File: src/vsc_pkg.sv
// Constants shared by the volume select controller.
package vsc_pkg;
    // ****************************************
    // Timing
    // ****************************************
    localparam int CLK_PERIOD_NS = 10;
    localparam int SELECT_HIGH_TIME_NS = 20;
    localparam int CHANGE_SETUP_TIME_NS = 300;
    localparam int FEATURE_BUSY_TIME_NS = 1000;
    localparam int TMR_W = 16;
    localparam logic [TMR_W-1:0] SELECT_HIGH_CYC =
        TMR_W'((SELECT_HIGH_TIME_NS + CLK_PERIOD_NS - 1) / CLK_PERIOD_NS);
    localparam logic [TMR_W-1:0] CHANGE_SETUP_CYC =
        TMR_W'((CHANGE_SETUP_TIME_NS + CLK_PERIOD_NS - 1) / CLK_PERIOD_NS);
    localparam logic [TMR_W-1:0] FEATURE_BUSY_CYC =
        TMR_W'((FEATURE_BUSY_TIME_NS + CLK_PERIOD_NS - 1) / CLK_PERIOD_NS);
    // ****************************************
    // Opcodes and feature address
    // ****************************************
    localparam logic [7:0] OP_READ = 8'h00;
    localparam logic [7:0] OP_READ_END0 = 8'h30;
    localparam logic [7:0] OP_READ_END1 = 8'h31;
    localparam logic [7:0] OP_READ_END2 = 8'h32;
    localparam logic [7:0] OP_READ_END3 = 8'h35;
    localparam logic [7:0] OP_PROG0 = 8'h80;
    localparam logic [7:0] OP_PROG1 = 8'h81;
    localparam logic [7:0] OP_CHANGE_ROW = 8'h85;
    localparam logic [7:0] OP_PROG_END0 = 8'h10;
    localparam logic [7:0] OP_PROG_END1 = 8'h11;
    localparam logic [7:0] OP_PROG_END2 = 8'h15;
    localparam logic [7:0] OP_ERASE = 8'h60;
    localparam logic [7:0] OP_ERASE_END0 = 8'hd0;
    localparam logic [7:0] OP_ERASE_END1 = 8'hd1;
    localparam logic [7:0] OP_RANDOM_OUT = 8'h05;
    localparam logic [7:0] OP_COL_ENH = 8'h06;
    localparam logic [7:0] OP_SET_FEAT = 8'hef;
    localparam logic [7:0] OP_GET_FEAT = 8'hee;
    localparam logic [7:0] OP_VOL_SELECT = 8'he1;
    localparam logic [7:0] FA_VOLUME_CFG = 8'h58;
    localparam logic [2:0] FEAT_BYTES = 3'h4;
    localparam logic [2:0] APPOINT_LAST = 3'h5;
    // ****************************************
    // Step kinds and sequence tracking
    // ****************************************
    typedef enum logic [2:0] {
        K_CMD = 3'h0, K_ADDR = 3'h1, K_DIN = 3'h2, K_DOUT = 3'h3, K_APPOINT = 3'h4
    } vsc_kind_e;
    typedef enum logic [4:0] {
        Q_NONE = 5'h01, Q_READ = 5'h02, Q_PROG = 5'h04, Q_ERASE = 5'h08, Q_FEAT = 5'h10
    } vsc_seq_e;
endpackage : vsc_pkg

File: src/vsc_host.sv
// Host controller that addresses and selects volumes on a shared target select line.
module vsc_host import vsc_pkg::*; #(
    parameter int VOL_W = 4,
    parameter bit CRA_SUPPORTED = 1'b1,
    parameter bit RDO_SUPPORTED = 1'b1
) (
    input wire logic clk,
    input wire logic reset_n,
    input wire logic stepValid,
    input wire logic [2:0] stepKind,
    input wire logic [7:0] stepByte,
    input wire logic [VOL_W-1:0] stepVolume,
    input wire logic fastIface,
    output logic stepAck,
    output logic stepError,
    output logic [7:0] readData,
    output logic readValid,
    output logic ceN,
    output logic cle,
    output logic ale,
    output logic weN,
    output logic reN,
    output logic [7:0] dqOut,
    output logic dqOe,
    input wire logic [7:0] dqIn,
    output logic [(1<<VOL_W)-1:0] appointedMask,
    output logic [(1<<VOL_W)-1:0] suspendedIn,
    output logic [(1<<VOL_W)-1:0] suspendedOut
);
    localparam int NV = 1 << VOL_W;

    typedef enum logic [10:0] {
        S_IDLE = 11'h001, S_STRB = 11'h002, S_HOLD = 11'h004, S_DONE = 11'h008,
        S_APP = 11'h010, S_FEAT = 11'h020, S_CEH = 11'h040, S_VSA = 11'h080,
        S_VSDONE = 11'h100, S_CCS = 11'h200, S_FAST = 11'h400
    } vsc_state_e;

    // ****************************************
    // Sequence classification
    // ****************************************
    function automatic vsc_seq_e seqAfterCmd(input vsc_seq_e seq, input logic [7:0] op);
        vsc_seq_e r;
        r = seq;
        case (op)
            OP_READ: r = Q_READ;
            OP_READ_END0, OP_READ_END1, OP_READ_END2, OP_READ_END3: r = Q_NONE;
            OP_PROG0, OP_PROG1, OP_CHANGE_ROW: r = Q_PROG;
            OP_PROG_END0, OP_PROG_END1, OP_PROG_END2: r = Q_NONE;
            OP_ERASE: r = Q_ERASE;
            OP_ERASE_END0, OP_ERASE_END1: r = Q_NONE;
            OP_SET_FEAT, OP_GET_FEAT: r = Q_FEAT;
            default: r = (seq == Q_FEAT) ? Q_NONE : seq;
        endcase
        return r;
    endfunction : seqAfterCmd

    vsc_state_e state, next_state, retState, next_retState;
    vsc_seq_e seq, next_seq;
    logic [2:0] busKind, next_busKind;
    logic [7:0] busByte, next_busByte;
    logic [2:0] appCnt, next_appCnt;
    logic [2:0] featCnt, next_featCnt;
    logic [VOL_W-1:0] curVol, next_curVol;
    logic [VOL_W-1:0] tgtVol, next_tgtVol;
    logic selValid, next_selValid;
    logic dinSeen, next_dinSeen;
    logic outActive, next_outActive;
    logic next_stepAck, next_stepError, next_readValid;
    logic [7:0] next_readData;
    logic next_ceN, next_cle, next_ale, next_weN, next_reN, next_dqOe;
    logic [7:0] next_dqOut;
    logic [NV-1:0] next_appointedMask, next_suspendedIn, next_suspendedOut;
    logic tmrLoad;
    logic [TMR_W-1:0] tmrCount;
    logic tmrDone;
    logic switching;

    vsc_timer u_timer (
        .clk(clk),
        .reset_n(reset_n),
        .load(tmrLoad),
        .loadCount(tmrCount),
        .done(tmrDone)
    );

    assign switching = !selValid || (stepVolume != curVol);

    // ****************************************
    // Next-state logic
    // ****************************************
    always_comb begin
        next_state = state;
        next_retState = retState;
        next_seq = seq;
        next_busKind = busKind;
        next_busByte = busByte;
        next_appCnt = appCnt;
        next_featCnt = featCnt;
        next_curVol = curVol;
        next_tgtVol = tgtVol;
        next_selValid = selValid;
        next_dinSeen = dinSeen;
        next_outActive = outActive;
        next_stepAck = 1'b0;
        next_stepError = 1'b0;
        next_readValid = 1'b0;
        next_readData = readData;
        next_ceN = ceN;
        next_cle = cle;
        next_ale = ale;
        next_weN = weN;
        next_reN = reN;
        next_dqOut = dqOut;
        next_dqOe = dqOe;
        next_appointedMask = appointedMask;
        next_suspendedIn = suspendedIn;
        next_suspendedOut = suspendedOut;
        tmrLoad = 1'b0;
        tmrCount = '0;
        case (state)
            S_IDLE: begin
                if (stepValid && !stepAck) begin
                    next_tgtVol = stepVolume;
                    if (ceN && !(stepKind == K_CMD && switching && selValid)) begin
                        next_ceN = 1'b0;
                    end else if (stepKind == K_APPOINT) begin
                        // An address already handed out is refused, so no two targets share it.
                        next_stepError = appointedMask[stepVolume];
                        next_stepAck = appointedMask[stepVolume];
                        next_appCnt = '0;
                        next_state = appointedMask[stepVolume] ? S_IDLE : S_APP;
                    end else if (switching) begin
                        // Only a command may open a new volume; atomic sequences stay whole.
                        if (!appointedMask[stepVolume] || stepKind != K_CMD) begin
                            next_stepError = 1'b1;
                            next_stepAck = 1'b1;
                        end else if (seq == Q_READ || seq == Q_ERASE || seq == Q_FEAT) begin
                            next_stepError = 1'b1;
                            next_stepAck = 1'b1;
                        end else if (seq == Q_PROG && (!dinSeen || !CRA_SUPPORTED)) begin
                            next_stepError = 1'b1;
                            next_stepAck = 1'b1;
                        end else if (outActive && !RDO_SUPPORTED) begin
                            next_stepError = 1'b1;
                            next_stepAck = 1'b1;
                        end else begin
                            if (selValid && seq == Q_PROG) begin
                                next_suspendedIn[curVol] = 1'b1;
                            end
                            if (selValid && outActive) begin
                                next_suspendedOut[curVol] = 1'b1;
                            end
                            if (selValid && seq == Q_PROG && fastIface) begin
                                next_busKind = K_CMD;
                                next_busByte = OP_PROG_END1;
                                next_retState = S_FAST;
                                next_state = S_STRB;
                            end else begin
                                next_ceN = 1'b1;
                                tmrLoad = 1'b1;
                                tmrCount = SELECT_HIGH_CYC;
                                next_state = S_CEH;
                            end
                        end
                    end else if ((suspendedIn[curVol] && (stepKind != K_CMD
                            || stepByte != OP_CHANGE_ROW))
                            || (stepKind == K_DOUT && suspendedOut[curVol])) begin
                        next_stepError = 1'b1;
                        next_stepAck = 1'b1;
                    end else begin
                        // Same volume: no further Volume Select is sent.
                        next_busKind = stepKind;
                        next_busByte = stepByte;
                        next_retState = S_DONE;
                        next_state = S_STRB;
                        if (stepKind == K_CMD) begin
                            next_seq = seqAfterCmd(seq, stepByte);
                            next_dinSeen = 1'b0;
                            next_outActive = 1'b0;
                            next_featCnt = '0;
                            if (stepByte == OP_CHANGE_ROW) begin
                                next_suspendedIn[curVol] = 1'b0;
                            end
                            if (stepByte == OP_RANDOM_OUT || stepByte == OP_COL_ENH) begin
                                next_suspendedOut[curVol] = 1'b0;
                            end
                        end else if (stepKind == K_DIN || stepKind == K_DOUT) begin
                            next_dinSeen = dinSeen || stepKind == K_DIN;
                            next_outActive = outActive || stepKind == K_DOUT;
                            if (seq == Q_FEAT) begin
                                next_featCnt = featCnt + 3'h1;
                                if (featCnt + 3'h1 == FEAT_BYTES) begin
                                    next_seq = Q_NONE;
                                end
                            end
                        end
                    end
                end
            end
            S_STRB: begin
                next_cle = busKind == K_CMD;
                next_ale = busKind == K_ADDR;
                next_weN = busKind == K_DOUT;
                next_reN = busKind != K_DOUT;
                next_dqOe = busKind != K_DOUT;
                next_dqOut = busByte;
                next_state = S_HOLD;
            end
            S_HOLD: begin
                next_weN = 1'b1;
                next_reN = 1'b1;
                if (busKind == K_DOUT) begin
                    next_readData = dqIn;
                    next_readValid = 1'b1;
                end
                next_state = retState;
            end
            S_DONE: begin
                next_cle = 1'b0;
                next_ale = 1'b0;
                next_dqOe = 1'b0;
                next_stepAck = 1'b1;
                next_state = S_IDLE;
            end
            S_APP: begin
                // Feature write carrying the volume address in its first parameter.
                next_appCnt = appCnt + 3'h1;
                next_retState = S_APP;
                next_state = S_STRB;
                next_busKind = (appCnt == 3'h0) ? K_CMD : (appCnt == 3'h1) ? K_ADDR : K_DIN;
                next_busByte = (appCnt == 3'h0) ? OP_SET_FEAT : (appCnt == 3'h1) ? FA_VOLUME_CFG
                    : (appCnt == 3'h2) ? 8'(tgtVol) : 8'h00;
                if (appCnt > APPOINT_LAST) begin
                    next_cle = 1'b0;
                    next_ale = 1'b0;
                    next_dqOe = 1'b0;
                    tmrLoad = 1'b1;
                    tmrCount = FEATURE_BUSY_CYC;
                    next_state = S_FEAT;
                end
            end
            S_FEAT: begin
                if (tmrDone) begin
                    next_appointedMask[tgtVol] = 1'b1;
                    next_selValid = 1'b0;
                    next_seq = Q_NONE;
                    next_stepAck = 1'b1;
                    next_state = S_IDLE;
                end
            end
            S_FAST: begin
                next_cle = 1'b0;
                next_dqOe = 1'b0;
                next_ceN = 1'b1;
                tmrLoad = 1'b1;
                tmrCount = SELECT_HIGH_CYC;
                next_state = S_CEH;
            end
            S_CEH: begin
                if (tmrDone) begin
                    next_ceN = 1'b0;
                    next_busKind = K_CMD;
                    next_busByte = OP_VOL_SELECT;
                    next_retState = S_VSA;
                    next_state = S_STRB;
                end
            end
            S_VSA: begin
                next_busKind = K_ADDR;
                next_busByte = 8'(tgtVol);
                next_retState = S_VSDONE;
                next_state = S_STRB;
            end
            S_VSDONE: begin
                next_cle = 1'b0;
                next_ale = 1'b0;
                next_dqOe = 1'b0;
                next_curVol = tgtVol;
                next_selValid = 1'b1;
                next_seq = Q_NONE;
                next_dinSeen = 1'b0;
                next_outActive = 1'b0;
                next_state = S_IDLE;
                if (suspendedIn[tgtVol]) begin
                    tmrLoad = 1'b1;
                    tmrCount = CHANGE_SETUP_CYC;
                    next_state = S_CCS;
                end
            end
            S_CCS: begin
                if (tmrDone) begin
                    next_state = S_IDLE;
                end
            end
            default: begin
                next_state = S_IDLE;
            end
        endcase
    end

    // ****************************************
    // State registers
    // ****************************************
    always_ff @(posedge clk) begin
        if (!reset_n) begin
            state <= S_IDLE;
            retState <= S_IDLE;
            seq <= Q_NONE;
            busKind <= K_CMD;
            busByte <= 8'h00;
            appCnt <= 3'h0;
            featCnt <= 3'h0;
            curVol <= '0;
            tgtVol <= '0;
            selValid <= 1'b0;
            dinSeen <= 1'b0;
            outActive <= 1'b0;
            stepAck <= 1'b0;
            stepError <= 1'b0;
            readValid <= 1'b0;
            readData <= 8'h00;
            ceN <= 1'b1;
            cle <= 1'b0;
            ale <= 1'b0;
            weN <= 1'b1;
            reN <= 1'b1;
            dqOut <= 8'h00;
            dqOe <= 1'b0;
            appointedMask <= '0;
            suspendedIn <= '0;
            suspendedOut <= '0;
        end else begin
            state <= next_state;
            retState <= next_retState;
            seq <= next_seq;
            busKind <= next_busKind;
            busByte <= next_busByte;
            appCnt <= next_appCnt;
            featCnt <= next_featCnt;
            curVol <= next_curVol;
            tgtVol <= next_tgtVol;
            selValid <= next_selValid;
            dinSeen <= next_dinSeen;
            outActive <= next_outActive;
            stepAck <= next_stepAck;
            stepError <= next_stepError;
            readValid <= next_readValid;
            readData <= next_readData;
            ceN <= next_ceN;
            cle <= next_cle;
            ale <= next_ale;
            weN <= next_weN;
            reN <= next_reN;
            dqOut <= next_dqOut;
            dqOe <= next_dqOe;
            appointedMask <= next_appointedMask;
            suspendedIn <= next_suspendedIn;
            suspendedOut <= next_suspendedOut;
        end
    end
endmodule : vsc_host

File: src/vsc_timer.sv
// Down counter that times the select, setup and feature waits.
module vsc_timer import vsc_pkg::*; (
    input wire logic clk,
    input wire logic reset_n,
    input wire logic load,
    input wire logic [TMR_W-1:0] loadCount,
    output logic done
);
    logic [TMR_W-1:0] count;
    logic [TMR_W-1:0] next_count;

    always_comb begin
        next_count = count;
        if (load) begin
            next_count = loadCount;
        end else if (count != '0) begin
            next_count = count - TMR_W'(1);
        end
    end

    always_ff @(posedge clk) begin
        if (!reset_n) begin
            count <= '0;
        end else begin
            count <= next_count;
        end
    end

    assign done = count <= TMR_W'(1);
endmodule : vsc_timer

File: config.mk
export PLATFORM = sky130hd
export DESIGN_NAME = vsc_host
export DESIGN_NICKNAME = d
export VERILOG_FILES = /design/src/vsc_pkg.sv /design/src/vsc_host.sv /design/src/vsc_timer.sv
export SDC_FILE = /design/constraint.sdc
export NUM_CORES = 1
export LEC_CHECK = 0
export BUFFER_PORTS_ARGS = -buffer_cell sky130_fd_sc_hd__buf_2
export CELL_PAD_IN_SITES_DETAIL_PLACEMENT = 2
export CELL_PAD_IN_SITES_GLOBAL_PLACEMENT = 2
export CORE_ASPECT_RATIO = 0.6
export CORE_MARGIN = 5
export CORE_UTILIZATION = 32
export CTS_CLUSTER_SIZE = 20
export DETAILED_ROUTE_END_ITERATION = 12
export GPL_ROUTABILITY_DRIVEN = 0
export PLACE_DENSITY_LB_ADDON = 0.1
export SLEW_MARGIN = 20
export SYNTH_ARGS = -nofsm -noshare
export SYNTH_HDL_FRONTEND = slang
export SYNTH_SLANG_ARGS = --single-unit
File: constraint.sdc
create_clock -name clk -period 2.23 [get_ports clk]
set_input_delay 0.1115 -clock clk [delete_from_list [all_inputs] [get_ports clk]]
set_output_delay 0.1115 -clock clk [all_outputs]
set_load 0.005 [all_outputs]
==> results of run 1 <==
[per-stage QoR]
| stage | cell area (um^2) | std cells | util | setup WS, ns | TNS, ns |
|---|---|---|---|---|---|
| 4_1_cts | 12100 | 1539 | 0.526 | -0.343 | -16.49 |
| 2_1_floorplan | 7510 | 855 | - | -0.0939 | -0.334 |
| 3_3_place_gp | 10000 | 1456 | 0.437 | -0.418 | -27.43 |
| 3_5_place_dp | 10000 | 1456 | 0.437 | -0.528 | -37.20 |
[cell families after synthesis]
kind of cell | count (synthesis) | synth area share
mux | 62 | 0.101
fa+ha+maj | 8 | 0.0134
simple gates | 381 | 0.278
flops | 139 | 0.374
xor+xnor | 20 | 0.0235
buf+inv | 66 | 0.0398
compound gates | 179 | 0.170
[synth_stat cells (12+ instances only)]
cell type	n
a21oi_1	55
a311oi_1	15
and3_1	14
clkbuf_1	32
dfxtp_1	139
inv_1	12
mux2i_1	50
nand2_1	86
nand3_1	23
nand4_1	17
nand4b_1	12
nor2_1	87
nor2b_1	16
nor3_1	21
nor4_1	16
o21a_1	13
o21ai_0	19
or3_1	13
[what timing repair did]
| action | 4_1_cts |
|---|---|
| cloned | 1 |
| pin swaps | 75 |
| resized for setup | 214 |
| buffers inserted | 46 |
| endpoints found under the setup margin | 120 |
| hold buffers | 8 |
| hold endpoints to repair | 8 |
==> metrics.txt, run 1 <==
status=aborted with a tool error; Halt Stage=5_1_grt; Error=[ERROR DPL-0033] detailed placement checks failed during check placement.; worst setup endpoint GRT=_1452_/D; CTS Sinks=139; top post-synthesis cells by area=dfxtp_1 37%, mux2i_1 6.7%, nor2_1 4.4%; Buffers on Ports=99; die width=between 200 and 250 um; post-synth top area share=0.374; H-tree depth=4; post-detail-place hpwl=27.4 mm; Synth Instances=855; Synth area leader=dfxtp_1; Root Buffer=clkbuf_16; row cnt=43; chip height=128 um; syn_nets=between 800 and 900; Avg Synthesized Cell Area=8.71 um^2; sequential fraction of the synthesis area=0.374; largest net degree at the start of global routing=46; synthesized flop and latch total=around 140; count of cell types in the netlist=between 80 and 90; maximum clock insertion buffer count=2; Synth async-reset ratio=0; num ports=100; CTS buffer count=17; Syn Std Cell Area=~7400 um^2; Yosys warnings=0; initial core utilization=0.324; EDFF count, synth=0; worst endpoint type=sequential cell input; initial antenna violation count=3; main flop type after synthesis=dfxtp_1
==> inputs of run 2 (changes only) <==
==> config.mk (replaced) <==
export PLATFORM = sky130hd
export DESIGN_NAME = vsc_host
export DESIGN_NICKNAME = d
export VERILOG_FILES = /design/src/vsc_pkg.sv /design/src/vsc_host.sv /design/src/vsc_timer.sv
export SDC_FILE = /design/constraint.sdc
export NUM_CORES = 1
export LEC_CHECK = 0
export BUFFER_PORTS_ARGS = -buffer_cell sky130_fd_sc_hd__buf_2
export CORE_MARGIN = 5
export CORE_UTILIZATION = 30
export DETAILED_ROUTE_END_ITERATION = 12
export GPL_ROUTABILITY_DRIVEN = 0
export PLACE_DENSITY_LB_ADDON = 0.15
export SLEW_MARGIN = 20
export SYNTH_ARGS = -nofsm -noshare
export SYNTH_HDL_FRONTEND = slang
export SYNTH_SLANG_ARGS = --single-unit
==> constraint.sdc (replaced) <==
create_clock -name clk -period 2.9 [get_ports clk]
set_input_delay 0.145 -clock clk [delete_from_list [all_inputs] [get_ports clk]]
set_output_delay 0.145 -clock clk [all_outputs]
set_load 0.005 [all_outputs]
==> run 2 against run 1 <==
Net effect:
- the run now ends clean
- synthesized area stayed put
- synthesized cell count did not move
==> metrics.txt, run 2 <==
vias per std cell=5.32; DRT Pass-1 Iters=5; row cnt=57 (+33%); # fillers=2554; setup ws final=0.299 ns; Avg Synthesized Cell Area=8.71 um^2 (unchanged); post-synth top area share=0.374 (unchanged); worst path required time=3.24 ns; Yosys warnings=0 (unchanged); initial antenna violation count=1; die width=168 um (-19%); Diodes inserted=0; worst-margin pin slew=0.761 ns; synthesized flop and latch total=139 (unchanged); status=completed; vias in the first global route=between 6000 and 7000; Nets=1013; CTS tree=done; minimum clock period=2.60 ns; Pins Over Slew Limit=0; Core Area=24400 um^2; Max Fclk=around 380 MHz; r2r setup slk=0.30 ns; top post-synthesis cells by area=dfxtp_1 37%, mux2i_1 6.7%, nor2_1 4.4%; CP peak stage delay=0.71 ns; CTS buffer count=17 (unchanged); Setup Viol. Count Final=0; Slew HR=0.492; main flop type after synthesis=dfxtp_1; Root Buffer=clkbuf_16; Tcrit/Tclk final=0.897; WL/cell=18.5 um; Detail Route Antenna Nets=0; total length of routed wires=roughly 24 mm; P_leak=3.61 nW; chip height=168 um (+31%); Design Area, Final=9200 um^2; top fanout value on the critical path=20; num ports=100 (unchanged); Syn Std Cell Area=7450 um^2 (unchanged); Synth Instances=855 (unchanged); Pwr Density=between 500 and 600 nW/um^2; largest net degree at the start of global routing=41; count leader, synth=dfxtp_1; Buffers on Ports=99 (unchanged); WP data arrival=2.94 ns; Synth area leader=dfxtp_1; RSZ-0062 raised after global routing=no; Max VDD drop=roughly 0.0003 V; GRT Overall Usage=0.172; total grt overflow=0; Vias=6991; top cells by count, synth=139 x dfxtp_1, 87 x nor2_1, 86 x nand2_1, 55 x a21oi_1, 50 x mux2i_1; DP Worst Slack=0.133 ns (+0.662 ns); startpoint types=flip-flop; count of cell types in the netlist=84 (unchanged); area of the multi-input gates=4390 um^2; CTS Sinks=139 (unchanged); worst path cell trace=or4b_2 -> a21oi_1 -> a22oi_1 -> nand2_2 -> o22ai_1 -> buf_4 -> and3_1 -> a311oi_1; initial core utilization=0.305 (-0.0188); syn_nets=890 (unchanged); Die ar.=28100 um^2; Max-cap violations=0; layout cells sized above 1=0.226; DP Area=8480 um^2 (-15%); sequential fraction of the synthesis area=0.374 (unchanged); clock-pin slew of the registers on the worst-case setup and hold paths=0.07 ns; Iter 0 DRT Violations=623; setup TNS=0 ns; global-route wire length before repair=slightly below 40 mm; Hold WC Path Type=input port to flip-flop; drt drc=0; maximum clock insertion buffer count=2 (unchanged); commonest non-fill, non-tap cell in the layout=dfxtp_1; EDFF count, synth=0 (unchanged); crit path kind=flip-flop to flip-flop; Layout area overhead=23.6%; FF+latch area=2790 um^2; commonest cells after routing, fill and taps aside=137 x dfxtp_1, 99 x buf_2, 87 x nor2_1; crit end category=flip-flop; Setup Skew=0.0152 ns; post-detail-place hpwl=18.2 mm (-34%); Synth async-reset ratio=0 (unchanged); clk_lat worst skew=0.43 ns; H-tree depth=4 (unchanged); final hold vios=0; Crit-path slowest cell=or4b_2
[run 2: report_power, final]
part	internal, W	leakage (nW)	switching (W)
sequential	0.00200	1.12	0.000100
combinational	0.000411	2.19	0.000516
clock	0.00138	0.299	0.000927
[run 2: kinds of logic (layout without fill, tap and decap cells)]
group                      Yosys count  after routing  share of synthesized area
and+or+nand+nor                    381            381                      0.278
AOI/OAI and AO/OA                  179            179                      0.170
DFF                                139            139                      0.374
buffers and inverters               66            202                     0.0398
muxes                               62             62                      0.101
xor gates and xnor gates            20             20                     0.0235
adders and majority gates            8              8                     0.0134
[run 2: what timing repair did]
item,in CTS,in global routing
hold buffers,8,0
endpoints found under the setup margin,0,37
resized for setup,0,5
buffers inserted,0,1
endpoints found under the hold margin,8,0
[run 2: cell type report]
| type | instances | share of cell area |
|---|---|---|
| Inverter | 12 | 0.00490 |
| Multi-Input combinational cell | 650 | 0.477 |
| Sequential cell | 139 | 0.303 |
| Clock inverter | 13 | 0.0175 |
| Timing Repair Buffer | 158 | 0.106 |
| Clock buffer | 19 | 0.0481 |
| Tap cell | 324 | 0.0441 |
[run 2: critical path, delay by kind of cell, from the launching register on]
family                 cells  cell delay [ns]
DFF                        1             0.39
buffers and inverters      1             0.22
AOI/OAI and AO/OA          4             0.76
and+or+nand+nor            3             1.13
[run 2: worst paths after layout]
kind                     from          end  cells after the start
setup / recovery       seq[4]    flip-flop                      8
hold / removal    stepByte[5]   busByte[5]                      3
setup reg to reg       seq[4]    flip-flop                      8
hold reg to reg   retState[0]  retState[0]                      2
[run 2: per-stage QoR]
stage,hold slack [ns],instances,power (W),utilization
finish,0.0414,1315,0.00534,0.377
detailed placement,0.396,1274,0.00306,0.348
floorplan,0.284,855,0.00278,-
global route,0.0544,1315,0.00559,0.377
CTS,0.0315,1314,0.00538,0.376
global placement,0.376,1274,0.00306,0.348
[run 2: per-layer routing]
metal  wire, um  share of wire  vias to the layer above  global-route usage
li1           -              -                     3437                   -
met1      11700           0.48                     3323               0.238
met2      10900           0.45                      195               0.270
met3       1230          0.051                       34              0.0415
met4        422          0.017                        2              0.0469
met5         28         0.0012                        -                   0
(Power assumes the default switching activity.)
==> inputs of run 3 (changes only) <==
--- a/config.mk
+++ b/config.mk
@@ -6,10 +6,12 @@
 export NUM_CORES = 1
 export LEC_CHECK = 0
 export BUFFER_PORTS_ARGS = -buffer_cell sky130_fd_sc_hd__buf_2
+export CORE_ASPECT_RATIO = 1.1
 export CORE_MARGIN = 5
 export CORE_UTILIZATION = 30
 export DETAILED_ROUTE_END_ITERATION = 12
 export GPL_ROUTABILITY_DRIVEN = 0
+export GPL_TIMING_DRIVEN = 0
 export PLACE_DENSITY_LB_ADDON = 0.15
 export SLEW_MARGIN = 20
 export SYNTH_ARGS = -nofsm -noshare
==> run 3 against run 2 <==
Net effect:
- global-route usage grew 0.91 points
- die area is essentially flat
- sequential power is essentially flat
- flip-flop and latch count is the same
- maximum frequency shrank 6.3%
- register-to-register slack lost 0.17 ns
- first-iteration DRC count shrank 27%
- total power grew 0.45%
- utilization shrank 0.27 points
- highest routed layer unchanged
- hold slack lost 0.0015 ns
==> metrics.txt, run 3 (same netlist as run 2, synthesis figures left out) <==
status=completed; Vias=7122 (+1.9%); worst path cell trace=or4_4 -> nor4_1 -> and3b_2 -> nand2_1 -> o221ai_1 -> nor2_4 -> a311oi_1; setup TNS=0 ns (unchanged); met3 Usage GRT=0.0361 (-0.00540); startpoint types=flip-flop; final hold vios=0 (unchanged); maximum clock insertion buffer count=2 (unchanged); vias per std cell=5.47 (+2.8%); crit end category=flip-flop; initial core utilization=0.304 (-0.00103); Max-cap violations=0 (unchanged); Buffers on Ports=95 (-4.0%); P_leak=3.53 nW (-2.4%); GRT Max-Usage Layer=met2; Detail Route Antenna Nets=0 (unchanged); commonest cells after routing, fill and taps aside=138 x dfxtp_1, 106 x buf_2, 85 x nor2_1, 85 x nand2_1, 54 x a21oi_1; Total Power=0.00536 W (+0.45%); met1 usage=0.238 (about the same); Diodes inserted=0 (unchanged); Max Fclk=360 MHz (-6.3%); Hold WC Path Type=input port to flip-flop; Crit-path slowest cell=or4_4; total length of routed wires=25.9 mm (+6.7%); R2R cell count=7 (-1); drt drc=0 (unchanged); crit path kind=flip-flop to flip-flop; Core Area=24500 um^2 (+0.34%); Tcrit/Tclk final=0.957 (+0.0600); Slew HR=0.316 (-0.177); H-tree depth=4 (unchanged); chip height=175 um (+4.6%); GR Util met2=0.300 (+0.0295); DRT Pass-1 Iters=4 (-1); global-route wire length before repair=40.4 mm (+3.7%); WP data arrival=3.10 ns (+0.16 ns); minimum clock period=2.77 ns (+0.174 ns); Layout area overhead=23.1%; worst-margin pin slew=1.02 ns (+0.264 ns); Iter 0 DRT Violations=452 (-27%); WL/cell=19.9 um (+7.7%); CTS buffer count=17 (unchanged); post-detail-place hpwl=19.5 mm (+7.1%); initial antenna violation count=2 (+1); clock-pin slew of the registers on the worst-case setup and hold paths=0.06 ns (about the same); WHS Path Cells=3 (unchanged); top fanout value on the critical path=7 (-65%); Setup Viol. Count Final=0 (unchanged); worst path required time=3.23 ns (about the same); Nets=1015 (+0.20%); Pwr Density=585 nW/um^2 (+0.82%); CP peak stage delay=0.57 ns (-0.14 ns); CTS Sinks=139 (unchanged); CTS tree=done; Pins Over Slew Limit=0 (unchanged); commonest non-fill, non-tap cell in the layout=dfxtp_1; Setup Skew=0.0101 ns (-0.00503 ns); clk_lat worst skew=0.42 ns (about the same); Root Buffer=clkbuf_16; die width=160 um (-4.4%); vias in the first global route=6943 (+1.9%); total grt overflow=0 (unchanged); largest net degree at the start of global routing=17 (-59%); row cnt=60 (+5.3%); Max VDD drop=0.000400 V (+35%); Die ar.=28100 um^2 (about the same); GRT Overall Usage=0.182 (+0.00907); num ports=100 (unchanged); layout cells sized above 1=0.205 (-0.0206)
run 3: power by group:
group	switching, W	total (W)	internal (W)
sequential	0.0000929	0.00209	0.00200
combinational	0.000528	0.000899	0.000370
clock	0.000900	0.00237	0.00147
total	0.00152	0.00536	0.00384
run 3: path summary, 6_finish.rpt:
kind | from | to | slack, ns
max | state[0] | busKind[1] | 0.13
min | stepByte[5] | busByte[5] | 0.04
max reg2reg | state[0] | busKind[1] | 0.13
min reg2reg | dqOut[6] | dqOut[6] | 0.45
run 3: critical path: cells and delay by family (launching register included):
kind             cells  cell delay [ns]
AND/OR/NAND/NOR      5             1.75
AO/OA/AOI/OAI        2             0.57
flip-flops           1             0.37
run 3: cell type report:
cell class                      count  area, um^2
Buffer                             52         250
Clock buffer                       19         443
Clock inverter                     13         189
Fill cell                        2545       15300
Inverter                           12        45.0
Multi-Input combinational cell    650        4480
Sequential cell                   139        2780
Tap cell                          310         388
Timing Repair Buffer              108         593
run 3: repair_timing:
action	CTS	global route
setup buffers	2	3
gates resized for setup	8	16
hold buffers	8	0
endpoints found under the setup margin	46	69
endpoints found under the hold margin	8	0
pin swaps	1	1
run 3: layer usage:
layer | routed length, um | part of all wire
met5 | 27 | 0.0010
met3 | 1140 | 0.044
met4 | 592 | 0.023
met2 | 12400 | 0.48
met1 | 11700 | 0.45
run 3: stage by stage:
stage / instances / worst slack [ns] / utilization / cell area (um^2) / hold WS, ns
floorplan: 855 / 0.524 / - / 7450 / 0.284
global placement: 1260 / -0.327 / 0.340 / 8310 / 0.387
detailed placement: 1260 / -0.337 / 0.340 / 8310 / 0.394
CTS: 1302 / 0.0325 / 0.371 / 9080 / 0.0294
global route: 1303 / -0.0112 / 0.375 / 9170 / 0.0599
finish: 1303 / 0.125 / 0.375 / 9170 / 0.0399
